[config.mk]
export PLATFORM = sky130hd
export DESIGN_NAME = port_disable_and_link_wake
export DESIGN_NICKNAME = d
export VERILOG_FILES = /design/src/logic/link_wake_pkg.sv /design/src/logic/hold_timer.sv /design/src/logic/port_disable_and_link_wake.sv
export SDC_FILE = /design/constraint.sdc
export NUM_CORES = 1
export LEC_CHECK = 0
export BUFFER_PORTS_ARGS = -buffer_cell sky130_fd_sc_hd__buf_4
export CORE_MARGIN = 2
export CORE_UTILIZATION = 45
export DETAILED_ROUTE_END_ITERATION = 6
export PLACE_DENSITY_LB_ADDON = 0.3
export SETUP_SLACK_MARGIN = 0.05
export SLEW_MARGIN = 20
export SYNTH_ARGS = -nofsm -noshare
export SYNTH_HDL_FRONTEND = slang
export SYNTH_SLANG_ARGS = --single-unit
export TNS_END_PERCENT = 30
[constraint.sdc]
create_clock -name clock -period 2.8 [get_ports clock]
set_clock_uncertainty 0.1 [all_clocks]
set_input_delay 0.28 -clock clock [delete_from_list [all_inputs] [get_ports clock]]
set_output_delay 0.28 -clock clock [all_outputs]
set_load 0.03 [all_outputs]
[src/logic/link_wake_pkg.sv]
package link_wake_pkg;

   // register indices inside the PHY register space
   localparam logic [3:0] IDX_PORT_STATUS = 4'h0;
   localparam logic [3:0] IDX_PORT_CONTROL = 4'h2;
   localparam logic [3:0] IDX_NODE_WAKE = 4'h5;

   // field positions
   localparam int WAKE_PERMIT_BIT = 0;
   localparam int STAT_CON_BIT = 5;
   localparam int STAT_BIAS_BIT = 6;
   localparam int STAT_DISABLED_BIT = 7;
   localparam int CTL_NOTIFY_BIT = 0;
   localparam int CTL_CMD_LSB = 1;
   localparam int CMD_W = 3;
   localparam int CTL_FAULT_BIT = 5;

   // control commands carried in the command field
   localparam logic [2:0] CMD_BEGIN_DISABLE = 3'h2;
   localparam logic [2:0] CMD_BEGIN_ENABLE = 3'h3;

   // reset values
   localparam logic WAKE_PERMIT_RESET = 1'b0;
   localparam logic NOTIFY_RESET = 1'b0;

   // timing
   localparam int CLOCK_PERIOD_NS = 20;
   localparam int RESUME_HOLD_OFF_NS = 1000;
   localparam int DISABLE_HOLD_NS = 2000;
   localparam int RESET_SENSE_NS = 1500;
   localparam int ARB_SENSE_INTERVALS = 3;
   localparam int RESUME_HOLD_OFF_CYC =
      (RESUME_HOLD_OFF_NS + CLOCK_PERIOD_NS - 1) / CLOCK_PERIOD_NS;
   localparam int DISABLE_HOLD_CYC = (DISABLE_HOLD_NS + CLOCK_PERIOD_NS - 1) / CLOCK_PERIOD_NS;
   localparam int ARB_TIMEOUT_CYC =
      (ARB_SENSE_INTERVALS * RESET_SENSE_NS + CLOCK_PERIOD_NS - 1) / CLOCK_PERIOD_NS;
   localparam int TIMER_W = 16;

   typedef struct packed {
      logic [3:0] index;
      logic [7:0] data;
   } reg_write_t;

   typedef struct packed {
      logic for_me;
      reg_write_t wr;
   } irw_packet_t;

   typedef struct packed {
      logic arb_req;
      logic irw_send;
      logic short_reset;
      logic long_reset;
      logic outbound_disable;
      logic bias_level;
      logic bias_oe_n;
   } ctl_out_t;

   localparam ctl_out_t CTL_RESET = 7'h02;

endpackage : link_wake_pkg

[src/logic/hold_timer.sv]
`timescale 1ns/10ps
module hold_timer
   import link_wake_pkg::*;
#(
   parameter int W = TIMER_W
) (
   input wire logic clock,
   input wire logic srst,
   input wire logic start,
   input wire logic [W-1:0] load,
   output logic busy,
   output logic done
);

   logic [W-1:0] count;

   // done marks the last counted cycle so the caller switches on the next edge
   assign busy = count != '0;
   assign done = count == W'(1);

   always_ff @(posedge clock) begin
      if (srst) begin
         count <= '0;
      end else if (start) begin
         count <= load;
      end else if (busy) begin
         count <= count - W'(1);
      end
   end

endmodule : hold_timer

[src/logic/port_disable_and_link_wake.sv]
`timescale 1ns/10ps
// Functional notes
// - resume seen while a suspend is in progress is passed inward after the hold-off time.
// - a begin-disable write to the port control register disables the port.
// - an indexed register write addressed to this node is answered by a response.
// - finishing a disable after a packet or a won arbitration issues a short reset and drives the disable signal for hold time.
// - after the disable signal ends the bias generator is switched off to high impedance.
// - a link disable request arbitrates, then broadcasts a begin-disable register write.
// - arbitration lost for three sense intervals gives long reset, disable signal, bias off.
// - the disabled bit clears only through an indexed register write, never connect events.
// - a cabled disabled port reports connected and disabled in status index 0, control at 2.
// - far bias seen bit is set for a legacy peer and clear for a capable one once the disable signal has been driven.
// - a status change with notify enabled and link powered sends a 4-bit status packet.
// - with link unpowered a notified status change wakes the link only if wake is permitted.
// - with wake permitted and link unpowered any resume event wakes the link regardless of notify enables.
// - the wake line rises only from a resume or a notified status change, never with link powered or wake forbidden.
// - the node wake-permit bit is bit 0 of node register 5.
// - only the link changes the wake-permit bit; packet writes to it are ignored.
module port_disable_and_link_wake
   import link_wake_pkg::*;
#(
   parameter int RESUME_HOLD_CYCLES = RESUME_HOLD_OFF_CYC,
   parameter int DISABLE_HOLD_CYCLES = DISABLE_HOLD_CYC,
   parameter int ARB_LIMIT_CYCLES = ARB_TIMEOUT_CYC
) (
   input wire logic clock,
   input wire logic srst,
   input wire logic reg_wr_valid,
   input wire reg_write_t reg_wr,
   input wire logic [3:0] reg_rd_index,
   output logic [7:0] reg_rd_data,
   input wire logic irw_rx_valid,
   input wire irw_packet_t irw_rx,
   input wire logic arb_won,
   input wire logic resume_event,
   input wire logic suspend_busy,
   input wire logic bias_fault,
   input wire logic cable_connected_pin,
   input wire logic far_bias_pin,
   input wire logic lps_pin,
   output logic arb_req,
   output logic irw_send,
   output reg_write_t irw_send_data,
   output logic resp_send,
   output logic short_reset_req,
   output logic long_reset_req,
   output logic outbound_disable_signal,
   output logic bias_out,
   output logic bias_oe_n,
   output logic resume_inward,
   output logic status_packet,
   output logic [3:0] status_packet_data,
   output logic link_wake_signal
);

   typedef enum logic [2:0] {ST_IDLE, ST_ARB, ST_SEND, ST_HOLD, ST_DISABLED} disable_state_t;

   disable_state_t state, next_state;
   ctl_out_t ctl, next_ctl;
   logic [2:0] pin_meta, pin_sync;
   logic disabled, notify_en, wake_permit;
   logic [3:0] status_prev;
   logic [7:0] status_byte, control_byte;
   logic timer_start, timer_done, hold_busy, hold_done;
   logic [TIMER_W-1:0] timer_load;

   always_ff @(posedge clock) begin
      if (srst) begin
         pin_meta <= '0;
         pin_sync <= '0;
      end else begin
         pin_meta <= {lps_pin, far_bias_pin, cable_connected_pin};
         pin_sync <= pin_meta;
      end
   end

   wire link_power_status = pin_sync[2];
   // a legacy peer keeps its bias up toward a disabled port, a capable one drops it
   wire far_bias_seen = pin_sync[1];
   wire cable_connected = pin_sync[0];
   wire link_ctrl_wr = reg_wr_valid && reg_wr.index == IDX_PORT_CONTROL;
   wire [2:0] link_cmd = reg_wr.data[CTL_CMD_LSB +: CMD_W];
   wire link_disable_req = link_ctrl_wr && link_cmd == CMD_BEGIN_DISABLE;
   wire link_wake_wr = reg_wr_valid && reg_wr.index == IDX_NODE_WAKE;
   wire irw_me = irw_rx_valid && irw_rx.for_me;
   wire irw_ctrl = irw_me && irw_rx.wr.index == IDX_PORT_CONTROL;
   wire [2:0] irw_cmd = irw_rx.wr.data[CTL_CMD_LSB +: CMD_W];
   wire irw_disable = irw_ctrl && irw_cmd == CMD_BEGIN_DISABLE;
   wire irw_enable = irw_ctrl && irw_cmd == CMD_BEGIN_ENABLE;
   wire [3:0] status_now = {far_bias_seen, disabled, cable_connected, bias_fault};
   wire status_change = status_now != status_prev;
   wire notified_change = status_change && notify_en;
   // a notified port change in a sleeping node counts as a resume event
   wire wake_trigger = !link_power_status && wake_permit &&
                       (resume_event || notified_change);
   wire hold_start = resume_event && suspend_busy && !hold_busy;
   hold_timer #(.W(TIMER_W)) seq_timer (
      .clock(clock),
      .srst(srst),
      .start(timer_start),
      .load(timer_load),
      .busy(),
      .done(timer_done)
   );
   hold_timer #(.W(TIMER_W)) resume_timer (
      .clock(clock),
      .srst(srst),
      .start(hold_start),
      .load(TIMER_W'(RESUME_HOLD_CYCLES)),
      .busy(hold_busy),
      .done(hold_done)
   );
   always_comb begin
      next_state = state;
      next_ctl = ctl;
      next_ctl.irw_send = 1'b0;
      next_ctl.short_reset = 1'b0;
      next_ctl.long_reset = 1'b0;
      timer_start = 1'b0;
      timer_load = TIMER_W'(DISABLE_HOLD_CYCLES);
      unique case (state)
         ST_IDLE, ST_ARB: begin
            if (irw_disable) begin
               next_state = ST_HOLD;
               next_ctl.arb_req = 1'b0;
               next_ctl.short_reset = 1'b1;
               next_ctl.outbound_disable = 1'b1;
               timer_start = 1'b1;
            end else if (state == ST_IDLE && link_disable_req) begin
               next_state = ST_ARB;
               next_ctl.arb_req = 1'b1;
               timer_start = 1'b1;
               timer_load = TIMER_W'(ARB_LIMIT_CYCLES);
            end else if (state == ST_ARB && arb_won) begin
               next_state = ST_SEND;
               next_ctl.arb_req = 1'b0;
               next_ctl.irw_send = 1'b1;
            end else if (state == ST_ARB && timer_done) begin
               next_state = ST_HOLD;
               next_ctl.arb_req = 1'b0;
               next_ctl.long_reset = 1'b1;
               next_ctl.outbound_disable = 1'b1;
               timer_start = 1'b1;
            end
         end
         ST_SEND: begin
            next_state = ST_HOLD;
            next_ctl.short_reset = 1'b1;
            next_ctl.outbound_disable = 1'b1;
            timer_start = 1'b1;
         end
         ST_HOLD: begin
            // resets coming back from either kind of peer do not cut the hold short
            if (timer_done) begin
               next_state = ST_DISABLED;
               next_ctl.outbound_disable = 1'b0;
               next_ctl.bias_level = 1'b0;
               next_ctl.bias_oe_n = 1'b1;
            end
         end
         ST_DISABLED: begin
            if (irw_enable) begin
               next_state = ST_IDLE;
               next_ctl.bias_level = 1'b1;
               next_ctl.bias_oe_n = 1'b0;
            end
         end
      endcase
   end

   always_ff @(posedge clock) begin
      if (srst) begin
         state <= ST_IDLE;
         ctl <= CTL_RESET;
      end else begin
         state <= next_state;
         ctl <= next_ctl;
      end
   end

   // connect and disconnect never touch this bit
   always_ff @(posedge clock) begin
      if (srst) begin
         disabled <= 1'b0;
      end else if (next_state == ST_HOLD && state != ST_HOLD) begin
         disabled <= 1'b1;
      end else if (state == ST_DISABLED && irw_enable) begin
         disabled <= 1'b0;
      end
   end

   always_ff @(posedge clock) begin
      if (srst) begin
         notify_en <= NOTIFY_RESET;
         wake_permit <= WAKE_PERMIT_RESET;
      end else begin
         if (link_ctrl_wr) begin
            notify_en <= reg_wr.data[CTL_NOTIFY_BIT];
         end else if (irw_ctrl) begin
            notify_en <= irw_rx.wr.data[CTL_NOTIFY_BIT];
         end
         // packet writes to the node register are dropped on purpose
         if (link_wake_wr) begin
            wake_permit <= reg_wr.data[WAKE_PERMIT_BIT];
         end
      end
   end

   always_comb begin
      status_byte = 8'h00;
      status_byte[STAT_CON_BIT] = cable_connected;
      status_byte[STAT_BIAS_BIT] = far_bias_seen;
      status_byte[STAT_DISABLED_BIT] = disabled;
      control_byte = 8'h00;
      control_byte[CTL_NOTIFY_BIT] = notify_en;
      control_byte[CTL_FAULT_BIT] = bias_fault;
   end

   wire [7:0] read_mux = (reg_rd_index == IDX_PORT_STATUS) ? status_byte :
                         (reg_rd_index == IDX_PORT_CONTROL) ? control_byte :
                         (reg_rd_index == IDX_NODE_WAKE) ? {7'h00, wake_permit} : 8'h00;
   always_ff @(posedge clock) begin
      if (srst) begin
         reg_rd_data <= 8'h00;
         resp_send <= 1'b0;
         irw_send_data <= '0;
         status_prev <= 4'h0;
         status_packet <= 1'b0;
         status_packet_data <= 4'h0;
         link_wake_signal <= 1'b0;
         resume_inward <= 1'b0;
      end else begin
         reg_rd_data <= read_mux;
         resp_send <= irw_me;
         irw_send_data <= '{index: IDX_PORT_CONTROL, data: {4'h0, CMD_BEGIN_DISABLE, notify_en}};
         status_prev <= status_now;
         status_packet <= notified_change && link_power_status;
         status_packet_data <= status_now;
         if (wake_trigger) begin
            link_wake_signal <= 1'b1;
         end else if (link_power_status || !wake_permit) begin
            link_wake_signal <= 1'b0;
         end
         resume_inward <= (resume_event && !suspend_busy && !hold_busy) || hold_done;
      end
   end

   assign arb_req = ctl.arb_req;
   assign irw_send = ctl.irw_send;
   assign short_reset_req = ctl.short_reset;
   assign long_reset_req = ctl.long_reset;
   assign outbound_disable_signal = ctl.outbound_disable;
   assign bias_out = ctl.bias_level;
   assign bias_oe_n = ctl.bias_oe_n;
   logic [15:0] arb_cnt;
   always_ff @(posedge clock) begin
      if (srst || !arb_req) begin
         arb_cnt <= 16'h0000;
      end else begin
         arb_cnt <= arb_cnt + 16'h0001;
      end
   end
endmodule : port_disable_and_link_wake

# == Word-level counts from Yosys, hierarchy flattened ==
# Index checks and enable logic that the tools add are counted.
# op_classes
addsub,2
n_eq_ne,22
muxes,44
bitwise,1
reduce_logical,48
# op_table
operator,n
== test 16 x 1 -> 1 bit (second input constant),2
two-way mux 16 bit,2
two-way mux 8 bit,4
nonzero test 16 bit,2
subtractor 16 x 1 -> 16 bit (second input constant),2
two-way mux 3 bit,7
logical AND 1 bit,20
two-way mux 1 bit,20
== test 3 x 2 -> 1 bit (second input constant),6
two-way mux 6 bit,3
== test 4 x 2 -> 1 bit (second input constant),3
one-hot mux 3 bit (4 select lines),1
nonzero test 2 bit,6
two-way mux 10 bit,1
!= test 3 bit (second input constant),3
== test 4 x 3 -> 1 bit (second input constant),2
OR reduction 2 bit,3
AND reduction 5 bit,1
OR reduction 5 bit,1
zero test 1 bit,4
zero test 4 bit,1
two-way mux 2 bit,2
!= test 2 bit (second input constant),2
!= test 4 bit,1
other kinds (15),18
# word_totals
register_bits,79
in_bits,40
output_inout_bits,35

# == Depth between registers and ports, before layout ==
# Gate-level depths: netlist (run 1).
# depth
depth_word,10
mapped_depth,8
depth_no_buf,7

# == Cells and area by module ==
# A second synthesis (run 1) with hierarchy kept.
# hier_totals
hier_cells,388
hier_area_um2,3378.2
# modules_own_cells
module,n_inst,cells_each,area_per_inst_um2
hold_timer,2,115,957.2
port_disable_and_link_wake,1,158,1463.9

# == Worst setup path after synthesis (run 1) ==
# No wires, ideal clock.
# synth_path
path_kind,reg2reg
start,register seq_timer.count[8]
end,register seq_timer.count[7]
arrival_time_ps,2028
t_required_ps,2605
slack_ps,577
stages_incl_launch_ff,7
path_cell_list,dfxtp_1 -> or4_4 -> buf_6 -> or4_4 -> nor3_2 -> o21ai_2 -> a221oi_1
# synth_between
elab_chain_len,8
word_cells_on_any_way,10
# synth_lines
item,line_no,rtl
start: declaration,hold_timer.sv:15,logic [W-1:0] count;
start signal: assignment,hold_timer.sv:25,count <= load;
start signal: assignment,hold_timer.sv:27,count <= count - W'(1);
== test 16 x 1 -> 1 bit,hold_timer.sv:19,assign done = count == W'(1);
logical AND 1 bit,port_disable_and_link_wake.sv:138,end else if (state == ST_ARB && timer_done) begin
two-way mux 1 bit,port_disable_and_link_wake.sv:138,
two-way mux 1 bit,port_disable_and_link_wake.sv:134,end else if (state == ST_ARB && arb_won) begin
two-way mux 1 bit,port_disable_and_link_wake.sv:129,end else if (state == ST_IDLE && link_disable_req) begin
two-way mux 1 bit,port_disable_and_link_wake.sv:123,if (irw_disable) begin
one-hot mux 1 bit (2 select lines),port_disable_and_link_wake.sv:121,unique case (state)
two-way mux 16 bit or nonzero test 2 bit (tied branches),n/a,
# Parallel ways exist; a longest one is shown, timed or not.
# A chain may end at the register's enable or synchronous reset.

# == Worst setup path in the final report (run 1) ==
# layout_path
start,register seq_timer.count[1]
end,register seq_timer.count[7]
# The elaborated chain is that of the path after synthesis.

==> flow_summary_export.csv, run 1 <==
group,metric,value,unit
sta,achievable-frequency,412,MHz
yosys,synth-seq-area-share,41.2,%
placement,placed_cell_area,0.00358,mm^2
global_route,grt_start_max_net_pins,38,
outcome,outcome,"complete, no violations",
routing,detailroute.via_count,2742,
floorplanning,initial_core_util,46.5,%
yosys,synth-seq-cells,65,
worst_setup_path,critPathMaxFanout,5,
global_route,grt.overflow.total,0,
placement,port_buffers,53,
floorplanning,design.core.area,0.00679,mm^2
clocking,cts_tree,"yes",
cells_and_area,final_cell_mix,"sky130_fd_sc_hd__dfxtp_1, sky130_fd_sc_hd__buf_4, sky130_fd_sc_hd__nor2_1",
yosys,syn_inst,359,
cells_and_area,nNetsFinal,455,
yosys,synth_edf_count,0,
routing,dr.first_iter.drc_count,155,
clocking,clock_tree.root_cell,"sky130_fd_sc_hd__clkbuf_8",
sta,final_hold_slack,0.0255,ns
sta,layout_worst_path_cycle_share,86.6,%
global_route,grt_first_pass_wirelength,11200,um
cells_and_area,post_route_cells_drive_above_1_share,21.4,%
clocking,cts.reportedPaths.clkPinSlew,0.08,ns
routing,drt.antenna.violating_nets,0,
placement,gp_congestion,0.856,
worst_setup_path,endpoint,"seq_timer.count[7]",
routing,drt_wl_total,6880,um
floorplanning,rows,30,
floorplanning,die_area,0.00771,mm^2
worst_setup_path,slowest_delay,0.52,ns
clocking,cts_post_setup_buffers_inserted,0,
worst_setup_path,path_buf_inv,1,
sta,final-hold-violation-count,0,
power_and_ir_drop,worst_ir_drop_on_vdd,0.382,mV
clocking,worst_skew_pair.late_latency,0.33,ns
routing,detail_route.drc_violations,0,
routing,dr.pass1.iters,4,
global_route,grt_antenna_before_repair,0,
yosys,synth.cell_area,0.00316,mm^2
placement,placed_cells,495,
yosys,post-synth-top-area-fraction,41.2,%
cells_and_area,commonest_non_fill_non_tap_cell_in_the_layout,"sky130_fd_sc_hd__dfxtp_1",
clocking,cts_buffer_depth,2,
worst_setup_path,crit_slowest_cell,"sky130_fd_sc_hd__or4b_1",
worst_setup_path,path_depth,7,
worst_setup_path,worst-setup-path-type,"flop to flop",
yosys,synth_largest_area_cell,"sky130_fd_sc_hd__dfxtp_1",
worst_setup_path,cp_data_required_time,2.94,ns
sta,unrepaired_setup_endpoints_after_global_routing,"no",
yosys,async_flop_share,0,%
clocking,cts_made_buffers,9,
worst_setup_path,timing.reg2reg.worst_path_depth,7,
cells_and_area,nFillCells,623,
sta,worst-slew-pin-transition,0.650,ns
worst_setup_path,crit-reg2reg-launch,"seq_timer.count[1]",
floorplanning,top_level_ports,75,
power_and_ir_drop,total_power,4.39,mW
yosys,ys_dominant_reg_cell,"sky130_fd_sc_hd__dfxtp_1",
worst_setup_path,path_delay_family,"simple AND/OR/NAND/NOR gates",
worst_setup_path,timing.critical_path.arrival,2.56,ns
yosys,synth.yosys.warnings,0,
hold_path,hold_path.class,"input port to flop",
power_and_ir_drop,power_per_cell_area,1150,mW/mm^2
clocking,clock-sinks,65,
floorplanning,fp.dieH,87.8,um
global_route,total_global_route_track_usage,18.4,%
routing,viasPerCell,5.37,
worst_setup_path,worstPathCellList,"inv_1 > ha_1 > or4b_1 > or4_4 > nor3_2 > o21ai_2 > a221oi_1",
flow_run,cap_violations,0,
worst_setup_path,end_kind,"flop",
worst_setup_path,cp-start-kind,"flop",
clocking,holdBufCountCts,0,
cells_and_area,syn2layout_area_growth,20.6,%
worst_setup_path,rr_endpoint,"seq_timer.count[7]",
sta,relSlewSlack,56.3,%
yosys,syn_avg_cell_area,8.80,um^2
floorplanning,die_width,87.8,um
sta,timing_max_transition_violations_final,0,
sta,final.min_clock_period,2.43,ns
yosys,synth_top_area_cells,"sky130_fd_sc_hd__dfxtp_1, sky130_fd_sc_hd__nor2_1, sky130_fd_sc_hd__xnor2_1, sky130_fd_sc_hd__buf_4, sky130_fd_sc_hd__nor2b_1",
cells_and_area,final-instance-count-excl-fill,511,
routing,routed_wire_length_per_instance,13.5,um
sta,fin_setup_tns,0,ns
clocking,h-tree-depth,3,
cells_and_area,layout.cell_area.non_filler,0.00381,mm^2
global_route,first_global_vias,2441,
power_and_ir_drop,total_leakage_power,1.53,nW
clocking,ctsResizeCount,0,
worst_setup_path,setup.reg_to_reg.worst_slack,0.37,ns
yosys,synth.lib_cells_used.distinct,60,
placement,detailed_place_hpwl,4970,um
sta,setup_viol_count_final,0,
worst_setup_path,startpoint,"seq_timer.count[1]",
cells_and_area,insertedDiodeCount,0,
[per-stage QoR]
stage | util [%] | setup slack [ns]
detailed placement | 52.8 | 0.406
CTS | 56.1 | 0.376
finish | 56.1 | 0.374
floorplan | - | 0.577
global route | 56.1 | 0.175
global placement | 52.8 | 0.455
[flip-flops by register name, indices dropped and copies added (netlist names), 2 cells and up]
name,count
irw_send_data,2
pin_meta,3
pin_sync,3
reg_rd_data,4
resume_timer.count,16
seq_timer.count,16
state,3
status_prev,4
[cell type report]
class                           count  area [um^2]  area share (%)
Multi-Input combinational cell    264         1680            44.2
Sequential cell                    65         1300            34.1
Timing Repair Buffer               58          435            11.4
Clock buffer                        9          124            3.25
Tap cell                           96          120            3.15
Clock inverter                      7          103            2.69
Inverter                           12         45.0            1.18
[cells in the mapped netlist, types with 2 or more instances]
master                       n
sky130_fd_sc_hd__buf_4      14
sky130_fd_sc_hd__a21oi_1    13
sky130_fd_sc_hd__nor2b_1    15
sky130_fd_sc_hd__nand2b_1    4
sky130_fd_sc_hd__a31oi_1     4
sky130_fd_sc_hd__o21ai_0    11
sky130_fd_sc_hd__nor3_1     14
sky130_fd_sc_hd__xnor2_1    16
sky130_fd_sc_hd__o21a_1      2
sky130_fd_sc_hd__a2111oi_0   5
sky130_fd_sc_hd__nor2_1     44
sky130_fd_sc_hd__and2_1      2
sky130_fd_sc_hd__or4_4       3
sky130_fd_sc_hd__or4_1       5
sky130_fd_sc_hd__nand2_1    14
sky130_fd_sc_hd__a311oi_1    4
sky130_fd_sc_hd__nor3_2      3
sky130_fd_sc_hd__or4b_1      2
sky130_fd_sc_hd__nor4_1      9
sky130_fd_sc_hd__a211oi_1   10
sky130_fd_sc_hd__and3_1      3
sky130_fd_sc_hd__ha_1        5
sky130_fd_sc_hd__nor4b_1     3
sky130_fd_sc_hd__or2_2       5
sky130_fd_sc_hd__inv_1      12
sky130_fd_sc_hd__dfxtp_1    65
sky130_fd_sc_hd__buf_2       2
sky130_fd_sc_hd__nand4b_1    2
sky130_fd_sc_hd__nand3_1     5
sky130_fd_sc_hd__or3_1       9
sky130_fd_sc_hd__clkbuf_1   12
sky130_fd_sc_hd__o31ai_1     3
sky130_fd_sc_hd__xor2_1      9
sky130_fd_sc_hd__nand4_1     2
sky130_fd_sc_hd__mux2i_1     3
[how the worst min path moves through the flow]
stage / startpoint / endpoint / cells past startpoint
floorplan: reg_rd_index[2] / reg_rd_data[5] / 1
global placement: pin_sync[2] / link_wake_signal / 1
detailed placement: pin_sync[2] / link_wake_signal / 1
CTS: reg_rd_index[3] / reg_rd_data[5] / 2
global route: reg_rd_index[3] / reg_rd_data[0] / 2
finish: reg_rd_index[3] / reg_rd_data[5] / 2
[where the power goes]
group	switching, mW	internal, mW
sequential	0.237	1.16
clock	0.380	0.508
combinational	1.22	0.878
[worst reg2reg max path: cells and delay by family (launching register included)]
family / cells / cell delay [ns]
and+or+nand+nor: 3 / 1.23
buffers and inverters: 1 / 0.11
adders and majority gates: 1 / 0.15
AOI/OAI and AO/OA: 2 / 0.40
DFF: 1 / 0.35
[kinds of logic (layout without fill, tap and decap cells)]
group,after synthesis,in the layout,synth area share [%]
multiplexers,4,4,1.31
buffers and inverters,42,86,6.97
other,1,13,0.119
AND/OR/NAND/NOR,148,148,26.3
AO/OA/AOI/OAI,69,69,15.2
flip-flops,65,65,41.2
adder cells (fa/ha/maj),5,5,1.98
XOR/XNOR,25,25,6.93
[per-layer routing]
| metal | wire length [um] | global-route usage, % | part of all wire [%] | vias to the layer above |
|---|---|---|---|---|
| met5 | 0 | 0 | 0 | - |
| met4 | 77 | 8.25 | 1.1 | 0 |
| met3 | 363 | 3.58 | 5.3 | 5 |
| met2 | 3190 | 29.4 | 46 | 89 |
| met1 | 3250 | 24.1 | 47 | 1281 |
| li1 | - | - | - | 1367 |
Power figures use the tool's default switching activity.
==> inputs of run 2 (changes only) <==
--- a/config.mk
+++ b/config.mk
@@ -5,10 +5,10 @@
 export SDC_FILE = /design/constraint.sdc
 export NUM_CORES = 1
 export LEC_CHECK = 0
-export BUFFER_PORTS_ARGS = -buffer_cell sky130_fd_sc_hd__buf_4
 export CORE_MARGIN = 2
 export CORE_UTILIZATION = 45
 export DETAILED_ROUTE_END_ITERATION = 6
+export DONT_BUFFER_PORTS = 1
 export PLACE_DENSITY_LB_ADDON = 0.3
 export SETUP_SLACK_MARGIN = 0.05
 export SLEW_MARGIN = 20
==> constraint.sdc (replaced) <==
create_clock -name clock -period 2.8 [get_ports clock]
set_clock_uncertainty 0.1 [all_clocks]
set_input_delay 0.28 -clock clock [delete_from_list [all_inputs] [get_ports clock]]
set_output_delay 0.28 -clock clock [all_outputs]
set_load 0.05 [all_outputs]
==> run 2 against run 1 <==
  * Core utilization shrank 4.4 points
  * Critical path depth unchanged
  * Cell area decreased by 7.8%
  * Clock-buffer cell count grew 1
  * Final cell count shrank 8.0%
  * Via count down 7.0%
  * Non-clock buffer count down 41
  * Critical endpoint unchanged
  * Largest power group unchanged
==> flow_summary_export.csv, run 2 (synthesis results as in run 1) <==
group,metric,value,unit
outcome,outcome,"complete, no violations",
placement,placed_cell_area,0.00319,mm^2
sta,achievable-frequency,418,MHz
hold_path,hold_path_startpoint,"reg_wr[0]",
clocking,cts_buffer_depth,2,
routing,drt.antenna.violating_nets,0,
global_route,grt_start_max_net_pins,35,
worst_setup_path,end_kind,"flop",
floorplanning,design.core.area,0.00679,mm^2
sta,setup_viol_count_final,0,
cells_and_area,layout.cell_area.non_filler,0.00351,mm^2
cells_and_area,syn2layout_area_growth,11.2,%
cells_and_area,biggest_regs,"resume_timer.count x16, seq_timer.count x16",
clocking,cts_post_setup_buffers_inserted,0,
sta,worst-slew-pin-transition,0.937,ns
floorplanning,initial_core_util,46.5,%
clocking,ctsResizeCount,0,
routing,detailroute.via_count,2550,
power_and_ir_drop,total_leakage_power,1.32,nW
cells_and_area,finalCoreUtilization,51.7,%
clocking,clock-sinks,65,
floorplanning,die_width,87.8,um
routing,dr.pass1.iters,4,
sta,final.min_clock_period,2.39,ns
sta,unrepaired_setup_endpoints_after_global_routing,"no",
clocking,h-tree-depth,3,
global_route,global_route.usage.met2,27.4,%
routing,viasPerCell,5.43,
sta,timing_max_transition_violations_final,0,
clocking,cts.reportedPaths.clkPinSlew,0.07,ns
clocking,clock_tree.root_cell,"sky130_fd_sc_hd__clkbuf_8",
routing,drt_wl_total,6760,um
cells_and_area,final_cell_mix,"sky130_fd_sc_hd__dfxtp_1, sky130_fd_sc_hd__nor2_1, sky130_fd_sc_hd__xnor2_1",
placement,detailed_place_hpwl,4760,um
global_route,grt_antenna_before_repair,0,
global_route,first_global_vias,2299,
worst_setup_path,crit_slowest_cell,"sky130_fd_sc_hd__or4b_1",
power_and_ir_drop,power_per_cell_area,1210,mW/mm^2
global_route,global_route.usage.met3,6.50,%
floorplanning,die_area,0.00771,mm^2
worst_setup_path,cp-start-kind,"flop",
clocking,worst_skew_pair.late_latency,0.33,ns
worst_setup_path,worstPathCellList,"inv_1 > ha_1 > or4b_1 > or4_4 > nor3_2 > o21ai_2 > a221oi_1",
sta,relSlewSlack,37.4,%
routing,dr.first_iter.drc_count,128,
sta,fin_setup_tns,0,ns
placement,gp_congestion,0.871,
flow_run,cap_violations,0,
floorplanning,rows,30,
global_route,grt.overflow.total,0,
cells_and_area,post_route_cells_drive_above_1_share,9.89,%
sta,final_hold_slack,0.0231,ns
global_route,grt.met1_usage,24.2,%
worst_setup_path,crit-reg2reg-launch,"seq_timer.count[1]",
placement,port_buffers,0,
clocking,cts_tree,"yes",
clocking,cts_made_buffers,9,
routing,detail_route.drc_violations,0,
power_and_ir_drop,worst_ir_drop_on_vdd,0.382,mV
routing,routed_wire_length_per_instance,14.4,um
worst_setup_path,critPathMaxFanout,5,
worst_setup_path,startpoint,"seq_timer.count[1]",
worst_setup_path,worst-setup-path-type,"flop to flop",
cells_and_area,insertedDiodeCount,0,
worst_setup_path,slowest_delay,0.50,ns
worst_setup_path,path_delay_family,"simple AND/OR/NAND/NOR gates",
floorplanning,top_level_ports,75,
floorplanning,fp.dieH,87.8,um
hold_path,hold_path.class,"input port to flop",
worst_setup_path,timing.critical_path.arrival,2.53,ns
sta,final-hold-violation-count,0,
global_route,grt_most_used_layer,"met2",
global_route,total_global_route_track_usage,18.4,%
cells_and_area,commonest_non_fill_non_tap_cell_in_the_layout,"sky130_fd_sc_hd__dfxtp_1",
global_route,grt_first_pass_wirelength,10800,um
cells_and_area,nNetsFinal,414,
sta,layout_worst_path_cycle_share,85.5,%
worst_setup_path,path_buf_inv,1,
worst_setup_path,cp_data_required_time,2.94,ns
power_and_ir_drop,total_power,4.25,mW
-- run 2: cell count changes in the layout (fill, tap and decap cells not counted) --
cell,delta
sky130_fd_sc_hd__buf_12,+1
sky130_fd_sc_hd__buf_4,-53
sky130_fd_sc_hd__bufinv_16,-1
sky130_fd_sc_hd__clkbuf_8,+1
sky130_fd_sc_hd__clkinv_2,+4
sky130_fd_sc_hd__clkinv_4,-3
sky130_fd_sc_hd__dlygate4sd3_1,+11
sky130_fd_sc_hd__inv_6,-1
-- run 2: path summary, 6_finish.rpt --
check / endpoint / cells past startpoint / slack (ns)
setup / recovery: seq_timer.count[7] / 7 / 0.41
hold / removal: notify_en / 2 / 0.02
setup reg to reg: seq_timer.count[7] / 7 / 0.41
hold reg to reg: link_wake_signal / 1 / 0.32
-- run 2: repair_timing --
action,in CTS,in global routing
setup endpoints to repair,0,0
hold endpoints to repair,35,1
hold buffers,11,1
-- run 2: report_power, final --
part	switching [mW]	internal (mW)	leakage, nW
clock	0.348	0.429	0.102
sequential	0.309	1.16	0.532
combinational	1.16	0.839	0.685
total	1.82	2.43	1.32
-- run 2: routing by layer --
layer / up-vias / wire length, um
li1: 1276 / -
met1: 1185 / 3310
met2: 79 / 2900
met3: 10 / 436
met4: 0 / 107
met5: - / 0
-- run 2: cell type report --
cell class              count  area [um^2]
fillers                   644         3280
inverters                  12         45.0
flip-flops and latches     65         1300
clock buffers              10          138
repair buffers             17          168
multi-input cells         264         1680
clock inverters             6         57.6
well taps                  96          120
-- run 2: per-stage QoR --
step | cells | setup WS, ns
2_1_floorplan | 371 | 0.577
6_report | 470 | 0.407
3_5_place_dp | 442 | 0.424
3_3_place_gp | 442 | 0.468
5_1_grt | 470 | 0.208
4_1_cts | 469 | 0.406
